--- src/dpm_pkg.sv ---
package dpm_pkg;

   localparam int unsigned ADDR_W    = 3;
   localparam int unsigned DATA_W    = 5;
   localparam int unsigned NUM_REGS  = 5;
   localparam int unsigned CNT_W     = 4;

   localparam logic [2:0] ADDR_MODE   = 3'h0;
   localparam logic [2:0] ADDR_MULT   = 3'h1;
   localparam logic [2:0] ADDR_DIV1   = 3'h2;
   localparam logic [2:0] ADDR_DIV2   = 3'h3;
   localparam logic [2:0] ADDR_OUTEN  = 3'h4;

   localparam logic [4:0] REG_RESET   = 5'h00;
   localparam logic [4:0] DIV2_FRAC   = 5'h1f;

   localparam int unsigned BIT_PLL_EN   = 0;
   localparam int unsigned MODE_LSB     = 1;
   localparam int unsigned MODE_MSB     = 4;
   localparam int unsigned OE_FRAME     = 4;
   localparam int unsigned OE_FIRST     = 3;
   localparam int unsigned OE_SECOND    = 2;
   localparam int unsigned LOCK_MSB     = 1;
   localparam int unsigned LOCK_LSB     = 0;

   localparam logic [3:0] MODE_REV_56   = 4'h3;
   localparam logic [3:0] MODE_REV_64   = 4'h7;
   localparam logic [3:0] MODE_E1_T1    = 4'h8;
   localparam logic [3:0] MODE_FR_56_TE = 4'h9;
   localparam logic [3:0] MODE_FR_56_TT = 4'ha;
   localparam logic [3:0] MODE_FR_64_ET = 4'hb;
   localparam logic [3:0] MODE_FR_64_EE = 4'hc;

   localparam logic [1:0] LOCK_BOTH  = 2'h0;
   localparam logic [1:0] LOCK_PLL2  = 2'h1;
   localparam logic [1:0] LOCK_PLL1  = 2'h2;
   localparam logic [1:0] LOCK_OFF   = 2'h3;

   localparam logic [3:0] HDR_BITS   = 4'h4;
   localparam logic [3:0] FRAME_BITS = 4'h9;
   localparam logic [3:0] CNT_OVER   = 4'ha;

   typedef enum logic [1:0] {
      CLASS_UNSUPPORTED,
      CLASS_REVERSE,
      CLASS_FRACTIONAL,
      CLASS_E1_TO_T1
   } dpm_class_type;

   typedef enum logic [1:0] {
      REF_NONE,
      REF_56K,
      REF_64K,
      REF_E1
   } dpm_ref_type;

   typedef enum logic [1:0] {
      FREQ_NONE,
      FREQ_T1,
      FREQ_E1
   } dpm_freq_type;

endpackage : dpm_pkg

--- src/dpm_serial.sv ---
`timescale 1ns/100ps
`default_nettype none

module dpm_serial (
   input  wire logic                        clk_i,
   input  wire logic                        reset_n_i,
   input  wire logic                        cs_n_i,
   input  wire logic                        sclk_i,
   input  wire logic                        sdi_i,
   output logic                             sdo_o,
   output logic                             sdo_oe_o,
   output logic                             wr_stb_o,
   output logic [dpm_pkg::ADDR_W-1:0]       wr_addr_o,
   output logic [dpm_pkg::DATA_W-1:0]       wr_data_o,
   output logic [dpm_pkg::ADDR_W-1:0]       rd_addr_o,
   input  wire logic [dpm_pkg::DATA_W-1:0]  rd_data_i
);

   logic                        sclk_reg;
   logic                        cs_n_reg;
   logic [8:0]                  shift_reg;
   logic [dpm_pkg::CNT_W-1:0]   cnt_reg;
   logic                        rd_reg;
   logic [dpm_pkg::DATA_W-1:0]  rd_sh_reg;
   logic                        rise;
   logic                        fall;
   logic                        frame_end;

   assign rise      = sclk_i & ~sclk_reg & ~cs_n_i;
   assign fall      = ~sclk_i & sclk_reg & ~cs_n_i;
   assign frame_end = cs_n_i & ~cs_n_reg;
   // address is complete on the fourth rising edge, with the last bit still on the pin
   assign rd_addr_o = {shift_reg[1:0], sdi_i};

   always_ff @(posedge clk_i)
   begin
      if (!reset_n_i)
      begin
         sclk_reg <= 1'b0;
         cs_n_reg <= 1'b1;
      end
      else
      begin
         sclk_reg <= sclk_i;
         cs_n_reg <= cs_n_i;
      end
   end

   always_ff @(posedge clk_i)
   begin
      if (!reset_n_i)
      begin
         shift_reg <= '0;
         cnt_reg   <= '0;
      end
      else if (cs_n_i)
         cnt_reg <= '0;
      else if (rise)
      begin
         shift_reg <= {shift_reg[7:0], sdi_i};
         // saturate so an overlong frame is never taken as a write
         if (cnt_reg != dpm_pkg::CNT_OVER)
            cnt_reg <= cnt_reg + 4'h1;
      end
   end

   always_ff @(posedge clk_i)
   begin
      if (!reset_n_i)
      begin
         rd_reg    <= 1'b0;
         rd_sh_reg <= '0;
         sdo_o     <= 1'b0;
         sdo_oe_o  <= 1'b0;
      end
      else if (cs_n_i)
      begin
         rd_reg   <= 1'b0;
         sdo_oe_o <= 1'b0;
      end
      else if (rise && cnt_reg == dpm_pkg::HDR_BITS - 4'h1)
      begin
         rd_reg    <= shift_reg[2];
         rd_sh_reg <= rd_data_i;
      end
      else if (fall && rd_reg)
      begin
         sdo_o     <= rd_sh_reg[dpm_pkg::DATA_W-1];
         sdo_oe_o  <= 1'b1;
         rd_sh_reg <= {rd_sh_reg[dpm_pkg::DATA_W-2:0], 1'b0};
      end
   end

   // the write lands only when the frame closes, never mid-shift
   always_ff @(posedge clk_i)
   begin
      if (!reset_n_i)
      begin
         wr_stb_o  <= 1'b0;
         wr_addr_o <= '0;
         wr_data_o <= '0;
      end
      else
      begin
         wr_stb_o  <= frame_end && cnt_reg == dpm_pkg::FRAME_BITS && !shift_reg[8];
         wr_addr_o <= shift_reg[7:5];
         wr_data_o <= shift_reg[4:0];
      end
   end

   a_no_drive_idle: assert property (@(posedge clk_i) disable iff (!reset_n_i)
      cs_n_i |=> !sdo_oe_o)
      else $error("serial output driven outside a frame");

endmodule : dpm_serial

`default_nettype wire

--- src/dpm_top.sv ---
`timescale 1ns/100ps
`default_nettype none

module dpm_top (
   input  wire logic                     clk_i,
   input  wire logic                     reset_n_i,
   input  wire logic                     master_strap_i,
   input  wire logic                     ser_cs_n_i,
   input  wire logic                     ser_clk_i,
   input  wire logic                     ser_data_i,
   input  wire logic                     pll1_lock_i,
   input  wire logic                     pll2_lock_i,
   output logic                          ser_data_o,
   output logic                          ser_data_oe_o,
   output dpm_pkg::dpm_class_type        mode_class_o,
   output dpm_pkg::dpm_ref_type          ref_base_o,
   output dpm_pkg::dpm_freq_type         pll1_freq_o,
   output dpm_pkg::dpm_freq_type         pll2_freq_o,
   output logic [dpm_pkg::DATA_W-1:0]    ref_multiple_o,
   output logic                          mode_ok_o,
   output logic                          pll1_run_o,
   output logic                          pll2_run_o,
   output logic                          first_output_enable_o,
   output logic                          second_output_enable_o,
   output logic                          frame_pulse_enable_o,
   output logic                          lock_indicator_o
);

   logic                          wr_stb;
   logic [dpm_pkg::ADDR_W-1:0]    wr_addr;
   logic [dpm_pkg::DATA_W-1:0]    wr_data;
   logic [dpm_pkg::ADDR_W-1:0]    rd_addr;
   logic [dpm_pkg::DATA_W-1:0]    rd_data;
   logic [dpm_pkg::DATA_W-1:0]    cfg_reg [dpm_pkg::NUM_REGS];
   logic [3:0]                    mode_code;
   dpm_pkg::dpm_class_type        class_next;
   dpm_pkg::dpm_ref_type          ref_next;
   dpm_pkg::dpm_freq_type         f1_next;
   dpm_pkg::dpm_freq_type         f2_next;
   logic [dpm_pkg::DATA_W-1:0]    multiple_next;
   logic                          ok_next;
   logic                          lock_next;

   function automatic logic reg_hit(input logic [dpm_pkg::ADDR_W-1:0] a,
                                    input logic [dpm_pkg::ADDR_W-1:0] idx);
      reg_hit = (a == idx);
   endfunction : reg_hit

   dpm_serial u_serial (
      .clk_i     (clk_i),
      .reset_n_i (reset_n_i),
      .cs_n_i    (ser_cs_n_i),
      .sclk_i    (ser_clk_i),
      .sdi_i     (ser_data_i),
      .sdo_o     (ser_data_o),
      .sdo_oe_o  (ser_data_oe_o),
      .wr_stb_o  (wr_stb),
      .wr_addr_o (wr_addr),
      .wr_data_o (wr_data),
      .rd_addr_o (rd_addr),
      .rd_data_i (rd_data)
   );

   genvar gi;
   generate
      for (gi = 0; gi < dpm_pkg::NUM_REGS; gi++)
      begin : g_cfg
         always_ff @(posedge clk_i)
         begin
            if (!reset_n_i)
               cfg_reg[gi] <= dpm_pkg::REG_RESET;
            else if (wr_stb && reg_hit(wr_addr, 3'(gi)))
               cfg_reg[gi] <= wr_data;
         end
      end
   endgenerate

   // unmapped addresses read back as zero
   always_comb
   begin
      rd_data = '0;
      for (int i = 0; i < dpm_pkg::NUM_REGS; i++)
      begin
         if (reg_hit(rd_addr, 3'(i)))
            rd_data = cfg_reg[i];
      end
   end

   assign mode_code = cfg_reg[dpm_pkg::ADDR_MODE][dpm_pkg::MODE_MSB:dpm_pkg::MODE_LSB];

   always_comb
   begin
      class_next = dpm_pkg::CLASS_UNSUPPORTED;
      ref_next   = dpm_pkg::REF_NONE;
      f1_next    = dpm_pkg::FREQ_NONE;
      f2_next    = dpm_pkg::FREQ_NONE;
      case (mode_code)
         dpm_pkg::MODE_REV_56, dpm_pkg::MODE_REV_64:
         begin
            class_next = dpm_pkg::CLASS_REVERSE;
            ref_next   = (mode_code == dpm_pkg::MODE_REV_56) ? dpm_pkg::REF_56K : dpm_pkg::REF_64K;
            f1_next    = dpm_pkg::FREQ_T1;
            f2_next    = dpm_pkg::FREQ_E1;
         end
         dpm_pkg::MODE_FR_56_TE:
         begin
            class_next = dpm_pkg::CLASS_FRACTIONAL;
            ref_next   = dpm_pkg::REF_56K;
            f1_next    = dpm_pkg::FREQ_T1;
            f2_next    = dpm_pkg::FREQ_E1;
         end
         dpm_pkg::MODE_FR_56_TT:
         begin
            class_next = dpm_pkg::CLASS_FRACTIONAL;
            ref_next   = dpm_pkg::REF_56K;
            f1_next    = dpm_pkg::FREQ_T1;
            f2_next    = dpm_pkg::FREQ_T1;
         end
         dpm_pkg::MODE_FR_64_ET:
         begin
            class_next = dpm_pkg::CLASS_FRACTIONAL;
            ref_next   = dpm_pkg::REF_64K;
            f1_next    = dpm_pkg::FREQ_E1;
            f2_next    = dpm_pkg::FREQ_T1;
         end
         dpm_pkg::MODE_FR_64_EE:
         begin
            class_next = dpm_pkg::CLASS_FRACTIONAL;
            ref_next   = dpm_pkg::REF_64K;
            f1_next    = dpm_pkg::FREQ_E1;
            f2_next    = dpm_pkg::FREQ_E1;
         end
         dpm_pkg::MODE_E1_T1:
         begin
            class_next = dpm_pkg::CLASS_E1_TO_T1;
            ref_next   = dpm_pkg::REF_E1;
            f1_next    = dpm_pkg::FREQ_T1;
            f2_next    = dpm_pkg::FREQ_T1;
         end
         default:
         begin
            class_next = dpm_pkg::CLASS_UNSUPPORTED;
         end
      endcase
   end

   // the multiplier field is only consulted in E1-to-T1 mode
   always_comb
   begin
      multiple_next = '0;
      case (class_next)
         dpm_pkg::CLASS_FRACTIONAL:
            multiple_next = cfg_reg[dpm_pkg::ADDR_DIV1];
         dpm_pkg::CLASS_E1_TO_T1:
            multiple_next = {1'b0, cfg_reg[dpm_pkg::ADDR_MULT][dpm_pkg::MODE_MSB:dpm_pkg::MODE_LSB]};
         default:
            multiple_next = '0;
      endcase
   end

   // a slave strap is out of scope for these modes, so the PLLs stay parked
   assign ok_next = master_strap_i && class_next != dpm_pkg::CLASS_UNSUPPORTED;

   always_comb
   begin
      lock_next = 1'b0;
      case (cfg_reg[dpm_pkg::ADDR_OUTEN][dpm_pkg::LOCK_MSB:dpm_pkg::LOCK_LSB])
         dpm_pkg::LOCK_BOTH: lock_next = pll1_lock_i & pll2_lock_i;
         dpm_pkg::LOCK_PLL2: lock_next = pll2_lock_i;
         dpm_pkg::LOCK_PLL1: lock_next = pll1_lock_i;
         dpm_pkg::LOCK_OFF:  lock_next = 1'b0;
         default:            lock_next = 1'b0;
      endcase
   end

   always_ff @(posedge clk_i)
   begin
      if (!reset_n_i)
      begin
         mode_class_o   <= dpm_pkg::CLASS_UNSUPPORTED;
         ref_base_o     <= dpm_pkg::REF_NONE;
         pll1_freq_o    <= dpm_pkg::FREQ_NONE;
         pll2_freq_o    <= dpm_pkg::FREQ_NONE;
         ref_multiple_o <= '0;
         mode_ok_o      <= 1'b0;
      end
      else
      begin
         mode_class_o   <= class_next;
         ref_base_o     <= ref_next;
         pll1_freq_o    <= f1_next;
         pll2_freq_o    <= f2_next;
         ref_multiple_o <= multiple_next;
         mode_ok_o      <= ok_next;
      end
   end

   always_ff @(posedge clk_i)
   begin
      if (!reset_n_i)
      begin
         pll1_run_o             <= 1'b0;
         pll2_run_o             <= 1'b0;
         first_output_enable_o  <= 1'b0;
         second_output_enable_o <= 1'b0;
         frame_pulse_enable_o   <= 1'b0;
         lock_indicator_o       <= 1'b0;
      end
      else
      begin
         pll1_run_o             <= ok_next && cfg_reg[dpm_pkg::ADDR_MODE][dpm_pkg::BIT_PLL_EN];
         pll2_run_o             <= ok_next && cfg_reg[dpm_pkg::ADDR_MULT][dpm_pkg::BIT_PLL_EN];
         first_output_enable_o  <= ok_next && cfg_reg[dpm_pkg::ADDR_MODE][dpm_pkg::BIT_PLL_EN]
                                   && cfg_reg[dpm_pkg::ADDR_OUTEN][dpm_pkg::OE_FIRST];
         second_output_enable_o <= ok_next && cfg_reg[dpm_pkg::ADDR_MULT][dpm_pkg::BIT_PLL_EN]
                                   && cfg_reg[dpm_pkg::ADDR_OUTEN][dpm_pkg::OE_SECOND];
         frame_pulse_enable_o   <= cfg_reg[dpm_pkg::ADDR_OUTEN][dpm_pkg::OE_FRAME];
         lock_indicator_o       <= lock_next;
      end
   end

   // checker copies of the write address and data from the previous cycle, taken every cycle
   logic [dpm_pkg::ADDR_W-1:0]    wr_addr_seen_reg;
   logic [dpm_pkg::DATA_W-1:0]    wr_data_seen_reg;
   always_ff @(posedge clk_i)
   begin
      wr_addr_seen_reg <= wr_addr;
      wr_data_seen_reg <= wr_data;
   end

   // unmapped addresses have no register to land in
   a_write_lands: assert property (@(posedge clk_i) disable iff (!reset_n_i)
      wr_stb |=> (wr_addr_seen_reg >= 3'(dpm_pkg::NUM_REGS)) || cfg_reg[wr_addr_seen_reg] == wr_data_seen_reg)
      else $error("register write did not land");

   a_reverse_freqs: assert property (@(posedge clk_i) disable iff (!reset_n_i)
      (mode_code == dpm_pkg::MODE_REV_64) |=>
      (mode_class_o == dpm_pkg::CLASS_REVERSE && ref_base_o == dpm_pkg::REF_64K
       && pll1_freq_o == dpm_pkg::FREQ_T1 && pll2_freq_o == dpm_pkg::FREQ_E1))
      else $error("reverse mode outputs wrong");

   a_frac_freqs: assert property (@(posedge clk_i) disable iff (!reset_n_i)
      (mode_code == dpm_pkg::MODE_FR_64_ET) |=>
      (ref_base_o == dpm_pkg::REF_64K && pll1_freq_o == dpm_pkg::FREQ_E1 && pll2_freq_o == dpm_pkg::FREQ_T1))
      else $error("fractional mode outputs wrong");

   a_pll1_run: assert property (@(posedge clk_i) disable iff (!reset_n_i)
      pll1_run_o |-> $past(cfg_reg[dpm_pkg::ADDR_MODE][dpm_pkg::BIT_PLL_EN]) && $past(master_strap_i))
      else $error("first PLL runs without enable");

   a_pll2_run: assert property (@(posedge clk_i) disable iff (!reset_n_i)
      (ok_next && cfg_reg[dpm_pkg::ADDR_MULT][dpm_pkg::BIT_PLL_EN]) |=> pll2_run_o)
      else $error("second PLL not started");

   a_reverse_ignore: assert property (@(posedge clk_i) disable iff (!reset_n_i)
      (class_next == dpm_pkg::CLASS_REVERSE) |=> ref_multiple_o == 5'h00)
      else $error("reverse mode used divider contents");

   a_frac_multiple: assert property (@(posedge clk_i) disable iff (!reset_n_i)
      (class_next == dpm_pkg::CLASS_FRACTIONAL) |=> ref_multiple_o == $past(cfg_reg[dpm_pkg::ADDR_DIV1]))
      else $error("fractional multiple wrong");

   a_e1_multiple: assert property (@(posedge clk_i) disable iff (!reset_n_i)
      (mode_code == dpm_pkg::MODE_E1_T1) |=>
      (mode_class_o == dpm_pkg::CLASS_E1_TO_T1 && pll2_freq_o == dpm_pkg::FREQ_T1
       && ref_multiple_o[3:0] == $past(cfg_reg[dpm_pkg::ADDR_MULT][dpm_pkg::MODE_MSB:dpm_pkg::MODE_LSB])))
      else $error("E1 to T1 setup wrong");

   a_lock_forced: assert property (@(posedge clk_i) disable iff (!reset_n_i)
      (cfg_reg[dpm_pkg::ADDR_OUTEN][dpm_pkg::LOCK_MSB:dpm_pkg::LOCK_LSB] == dpm_pkg::LOCK_OFF)[*2] |-> !lock_indicator_o)
      else $error("lock output not forced low");

   a_lock_first: assert property (@(posedge clk_i) disable iff (!reset_n_i)
      (cfg_reg[dpm_pkg::ADDR_OUTEN][dpm_pkg::LOCK_MSB:dpm_pkg::LOCK_LSB] == dpm_pkg::LOCK_PLL1)
      |=> lock_indicator_o == $past(pll1_lock_i))
      else $error("lock output does not follow first PLL");

   a_frame_enable: assert property (@(posedge clk_i) disable iff (!reset_n_i)
      frame_pulse_enable_o == $past(cfg_reg[dpm_pkg::ADDR_OUTEN][dpm_pkg::OE_FRAME])
      && (!first_output_enable_o || pll1_run_o))
      else $error("output enables wrong");

   c_reverse: cover property (@(posedge clk_i) disable iff (!reset_n_i)
      mode_class_o == dpm_pkg::CLASS_REVERSE && first_output_enable_o);
   c_fractional: cover property (@(posedge clk_i) disable iff (!reset_n_i)
      mode_class_o == dpm_pkg::CLASS_FRACTIONAL && second_output_enable_o);
   c_e1_to_t1: cover property (@(posedge clk_i) disable iff (!reset_n_i)
      mode_class_o == dpm_pkg::CLASS_E1_TO_T1 && mode_ok_o);
   c_readback: cover property (@(posedge clk_i) disable iff (!reset_n_i)
      ser_data_oe_o && ser_data_o);

endmodule : dpm_top

`default_nettype wire

--- config.mk ---
export PLATFORM = sky130hd
export DESIGN_NAME = dpm_top
export DESIGN_NICKNAME = d
export VERILOG_FILES = /design/src/dpm_pkg.sv /design/src/dpm_serial.sv /design/src/dpm_top.sv
export SDC_FILE = /design/constraint.sdc
export NUM_CORES = 1
export LEC_CHECK = 0
export ABC_AREA = 0
export BUFFER_PORTS_ARGS = -buffer_cell sky130_fd_sc_hd__clkbuf_2
export CAP_MARGIN = 10
export CORE_MARGIN = 4
export CORE_UTILIZATION = 55
export DETAILED_ROUTE_END_ITERATION = 8
export GPL_TIMING_DRIVEN = 0
export PLACE_DENSITY = 0.81
export SLEW_MARGIN = 20
export SYNTH_ARGS = -nofsm -noshare
export SYNTH_HDL_FRONTEND = slang
export SYNTH_HIERARCHICAL = 1
export SYNTH_SLANG_ARGS = --single-unit
--- constraint.sdc ---
create_clock -name clk_i -period 1.89 [get_ports clk_i]
set_input_delay 0.0945 -clock clk_i [delete_from_list [all_inputs] [get_ports clk_i]]
set_output_delay 0.0945 -clock clk_i [all_outputs]
set_load 0.01 [all_outputs]
Word level (Yosys, flattened, before mapping)
Memories as Yosys holds them, arrays and structs flattened.
Cells that the tools add are included.
- bits in registers: 52
- memory bits (writable): 25
- input port bits: 8
- output and inout bits: 22
- word-level logic and storage cells: 133
- memories kept: 1
- memories (name ; depth ; width ; read ports ; clocked after Yosys merged registers in ; write ports ; line ; text):
    cfg_reg ; 5 ; 5 ; 5 ; 0 ; 5 ; dpm_top.sv:34 ; logic [dpm_pkg::DATA_W-1:0] cfg_reg [dpm_pkg::NUM_REGS];
- $add $sub $neg: 1
- equality and inequality tests: 23
- mux-type cells: 35
- bitwise gates (word level): 17
- reduce and logical (&&, ||, !) cells: 33
- operators by type and width (cell ; count):
    two-way mux 5 bit ; 12
    == test 4 bit, second input constant ; 6
    two-way mux 1 bit ; 16
    logical AND 1 bit ; 14
    == test 3 x 2 -> 1 bit, second input constant ; 4
    case mux 5 bit (2 select lines) ; 1
    == test 2 bit, second input constant ; 4
    == test 4 x 2 -> 1 bit, second input constant ; 2
    case mux 2 bit (2 select lines) ; 2
    case mux 2 bit (4 select lines) ; 1
    AND reduction 2 bit ; 4
    OR reduction 2 bit ; 4
    OR reduction 4 bit ; 2
    AND 1 bit ; 6
    == test 3 x 1 -> 1 bit, second input constant ; 2
    == test 3 bit, second input constant ; 2
    logical NOT 3 bit ; 2
    NOT 1 bit ; 6
    case mux 2 bit (3 select lines) ; 1
    bitwise OR 1 bit ; 5
    OR reduction 5 bit ; 1
    adder 4 x 1 -> 4 bit, second input constant ; 1
    == test 4 x 3 -> 1 bit, second input constant ; 1
    inequality test 4 bit, second input constant ; 1
    8 further kinds ; 9

Depth between registers and ports, before layout
- word-level depth: 7
- depth in mapped cells: 7

Cells and area by module
Netlist, hierarchy kept.
- by module, submodules not included (module ; times used ; cells an instance ; area each (um^2)):
    dpm_top ; 1 ; 175 ; 1980.6
    dpm_serial ; 1 ; 135 ; 1224.9

Worst setup path before layout
Ideal clock, no wire load.
- path kind: reg-to-reg
- from: register u_serial/cnt_reg[1] in the netlist's numbering
- to: register u_serial/rd_sh_reg[0] in the netlist's numbering
- data arrival time: 1.362 ns
- data required time: 1.765 ns
- setup slack: 0.404 ns
- cell stages (with the launch flop): 6
- period minus slack after synthesis: 1.486 ns
- path through: dfxtp_1 ha_1 or3b_2 clkbuf_1 o211ai_1 a21boi_0
- word-level cells in the longest chain between the ends: 4
- elaborated cells between the ends (all ways): 5
- ends and longest elaborated chain (item ; line ; text):
    start, declared ; dpm_serial.sv:22 ; logic [dpm_pkg::CNT_W-1:0] cnt_reg;
    start signal, assigned ; dpm_serial.sv:63 ; cnt_reg <= cnt_reg + 4'h1;
    == test 4 x 2 -> 1 bit * ; dpm_serial.sv:81 ; else if (rise && cnt_reg == dpm_pkg::HDR_BITS - 4'h1)
    logical AND 1 bit * ; dpm_serial.sv:81 ;
    nonzero test 2 bit (no line) ; -- ;
    AND reduction 2 bit (no line) ; -- ;
    end signal, assigned ; dpm_serial.sv:84 ; rd_sh_reg <= rd_data_i;
    end signal, assigned ; dpm_serial.sv:90 ; rd_sh_reg <= {rd_sh_reg[dpm_pkg::DATA_W-2:0], 1'b0};
    end, declared ; dpm_serial.sv:24 ; logic [dpm_pkg::DATA_W-1:0] rd_sh_reg;
Mark *: on every way between the ends. The rest lies on a longest branch, timed or not.
A chain may end at the register's enable or synchronous reset.

Worst setup path after layout
- from: input ser_data_i
- to: register u_serial/rd_sh_reg[2] in the netlist's numbering
- word-level cells in the longest chain between the ends: 7
- elaborated cells between the ends (all ways): 11
- ends and longest elaborated chain (item ; line ; text):
    start, declared ; dpm_top.sv:10 ; input wire logic ser_data_i,
    logical NOT 3 bit ; dpm_top.sv:46 ; reg_hit = (a == idx);
    two-way mux 5 bit (4 in a row) ; dpm_top.sv:84 ; if (reg_hit(rd_addr, 3'(i)))
    two-way mux 5 bit * ; dpm_top.sv:84 ;
    net rd_data (one bit) ; dpm_top.sv:33 ; logic [dpm_pkg::DATA_W-1:0] rd_data;
    two-way mux 5 bit * ; dpm_serial.sv:81 ;
Mark *: on every way through the listed nets, which the timed path passes. The rest lies on a longest branch.

==> impl_metrics.env <==
export IMPL_insertedDiodeCount=0
export IMPL_start_kind="primary input"
export IMPL_finalWorstSetupSlack_ns=0.111
export IMPL_max_freq_ghz=0.562
export IMPL_drt_iter0_markers=127
export IMPL_hp_start="ser_cs_n_i"
export IMPL_initial_utilization_pct=57.5
export IMPL_r2r_start="u_serial/cnt_reg[1]"
export IMPL_final_common_cell="dfxtp_1"
export IMPL_gp_congestion=0.905
export IMPL_cts_root_buf="clkbuf_8"
export IMPL_drt_total_wl_um=6310
export IMPL_setup_viol=0
export IMPL_fin_area_um2=3670
export IMPL_dr_pass1_iters=5
export IMPL_syn_inst=310
export IMPL_die_area_um2=7110
export IMPL_fin_tns_setup_ns=0
export IMPL_final_nets=365
export IMPL_arrival_ns=2.00
export IMPL_clkTransAtPathRegs_ns=0.08
export IMPL_rsz0062_at_grt="false"
export IMPL_reg2regPathDepth=5
export IMPL_p_leak_uw=0.00139
export IMPL_cp_slowest_stage_delay_ns=0.52
export IMPL_crit_path_end_kind="flip-flop"
export IMPL_worstMarginPinSlew_ns=0.803
export IMPL_synth_edff_count=25
export IMPL_slew_headroom_pct=45.9
export IMPL_grt_max_degree=15
export IMPL_crit_fanout=10
export IMPL_r2r_setup_slack_ns=0.19
export IMPL_finalCritPeriodShare_pct=94.1
export IMPL_route_detailed_drc=0
export IMPL_h_tree_depth=3
export IMPL_cap_violations=0
export IMPL_vias=2400
export IMPL_vias_per_cell=5.57
export IMPL_min_period_ns=1.78
export IMPL_required_ns=2.11
export IMPL_grt_usage_pct=19.4
export IMPL_asyncSetResetFlopFracSynth_pct=0
export IMPL_hold_viol_final=0
export IMPL_final_cell_mix="dfxtp_1 (52), and2_1 (35), clkbuf_2 (30)"
export IMPL_dpl_worst_slack_ns=0.142
export IMPL_first_global_vias=2260
export IMPL_report_power_total_uw=3120
export IMPL_syn2layout_area_growth_pct=14.4
export IMPL_largest_reg_flops=25
export IMPL_numCtsBuffers=9
export IMPL_die_w_um=84.3
export IMPL_crit_type="in2reg"
export IMPL_coreArea_um2=5570
export IMPL_yosysSeqAreaShare_pct=55.9
export IMPL_dpl_cell_area_um2=3440
export IMPL_ioPinCount=30
export IMPL_numPortBuffers=29
export IMPL_syn_nets=321
export IMPL_cts_sinks=77
export IMPL_irDropWorstVdd_mv=0.449
export IMPL_antenna_found_initial=0
export IMPL_crit_path_top_delay_cell="dlygate4sd3_1"
export IMPL_cts_tree="done"
export IMPL_synth_cell_types=44
export IMPL_path_cells="dlygate4sd3_1 -> clkbuf_2 -> buf_4 -> buf_2 -> mux2_2 -> a32oi_1 -> o21ai_0 -> nor3_1 -> a211oi_1"
export IMPL_drive_gt1_share_pct=18.7
export IMPL_cts_path_max_buffers=2
export IMPL_wl_per_cell_um=14.6
export IMPL_grt_ovfl_total=0
export IMPL_clkLatencyLatePin_ns=0.35
export IMPL_std_cell_rows=27
export IMPL_hold_path_depth=3
export IMPL_synth_main_ff_cell="dfxtp_1"
export IMPL_fin_util_pct=65.8
export IMPL_fin_skew_ns=0.0152
export IMPL_ys_warn_count=6
export IMPL_hp_class="in2reg"
export IMPL_maxSlewViolCount=0
export IMPL_status="finished, final reports clean"
export IMPL_grt_pass1_wl_um=10600
export IMPL_postRouteAntennaNets=0
export IMPL_r2r_end="u_serial/rd_sh_reg[4]"
export IMPL_die_h_um=84.3
export IMPL_min_to="u_serial/wr_stb_o"
export IMPL_syn_area_um2=3210
export IMPL_hpwl_um=4570
export IMPL_p_per_area_nw_per_um2=851
export IMPL_synth_area_per_cell_um2=10.3
export IMPL_yosys_register_bits=77
## cell type report
cell class                      instances  area (um2)
Fill cell                             442        1910
Sequential cell                        77        1790
Multi-Input combinational cell        206        1280
Timing Repair Buffer                   33         185
Clock buffer                           10         138
Buffer                                 19         106
Tap cell                               72        90.1
Clock inverter                          6        43.8
Inverter                                8        30.0
## cells by family (layout without fill, tap and decap cells)
kind of cell / count (synthesis) / in the layout / synth area share (%)
AOI/OAI and AO/OA: 64 / 64 / 12.3
xor gates and xnor gates: 2 / 2 / 0.547
adders and majority gates: 3 / 3 / 1.17
buffers and inverters: 27 / 76 / 4.25
DFF: 77 / 77 / 55.9
muxes: 8 / 8 / 2.85
and+or+nand+nor: 129 / 129 / 23.0
## report_power, final
group	internal [uW]	switching (uW)	total [uW]	leakage, uW
Sequential	1750	36.5	1790	0.000681
Combinational	85.9	119	205	0.000615
Clock	519	606	1130	0.0000896
## worst max-delay path by stage
stage	end	cells after the start	from	slack, ns
2_1_floorplan	u_serial/rd_sh_reg[0]	5	u_serial/cnt_reg[1]	0.40
3_3_place_gp	cfg_reg[4][1]	4	reset_n_i	0.16
3_5_place_dp	cfg_reg[4][0]	4	reset_n_i	0.14
4_1_cts	u_serial/rd_sh_reg[2]	9	ser_data_i	0.17
5_1_grt	u_serial/rd_sh_reg[2]	9	ser_data_i	0.05
6_report	u_serial/rd_sh_reg[2]	9	ser_data_i	0.11
## Yosys cell counts (2+ instances only)
master / count / share of area, %
a211oi_1: 5 / 1.2
a21boi_0: 3 / 0.70
a21oi_1: 10 / 1.6
a22oi_1: 4 / 0.94
a31oi_1: 4 / 0.78
a32oi_1: 4 / 1.1
and2_1: 35 / 6.8
buf_2: 6 / 0.94
buf_4: 3 / 0.70
buf_6: 2 / 0.70
clkbuf_1: 7 / 0.82
dfxtp_1: 52 / 32
edfxtp_1: 25 / 23
ha_1: 3 / 1.2
inv_1: 8 / 0.94
mux2_2: 5 / 1.8
mux2i_1: 2 / 0.62
nand2_1: 8 / 0.94
nand2b_1: 5 / 0.98
nand3_1: 15 / 2.3
nand3b_1: 10 / 2.3
nand4bb_1: 2 / 0.70
nor2_1: 27 / 3.2
nor2b_1: 5 / 0.98
nor3_1: 8 / 1.2
nor3b_1: 5 / 1.2
o21a_1: 4 / 0.94
o21ai_0: 25 / 3.9
o31ai_1: 2 / 0.47
or3_1: 2 / 0.39
## layer usage
layer | vias to the layer above | routed length, um | GRT usage [%]
li1 | 1179 | - | -
met1 | 1109 | 2660 | 23.3
met2 | 94 | 3060 | 31.5
met3 | 18 | 443 | 7.16
met4 | 0 | 154 | 7.91
met5 | - | 0 | 0
## critical path: cells and delay by family
family / cells / cell delay (ns)
buffers and inverters: 4 / 0.95
AOI/OAI and AO/OA: 3 / 0.37
muxes: 1 / 0.35
and+or+nand+nor: 1 / 0.23
## through the flow
| stage | hold slack (ns) | std cells |
|---|---|---|
| global route | 0.0248 | 431 |
| CTS | 0.0313 | 431 |
| floorplan | 0.208 | 310 |
| global placement | 0.327 | 411 |
| detailed placement | 0.329 | 411 |
| finish | 0.0513 | 431 |
## what timing repair did
item,CTS,global route
setup buffers,0,0
setup endpoints to repair,0,3
hold buffers,4,0
gates resized for setup,0,1
endpoints found under the hold margin,4,0
(Power assumes the default switching activity.)
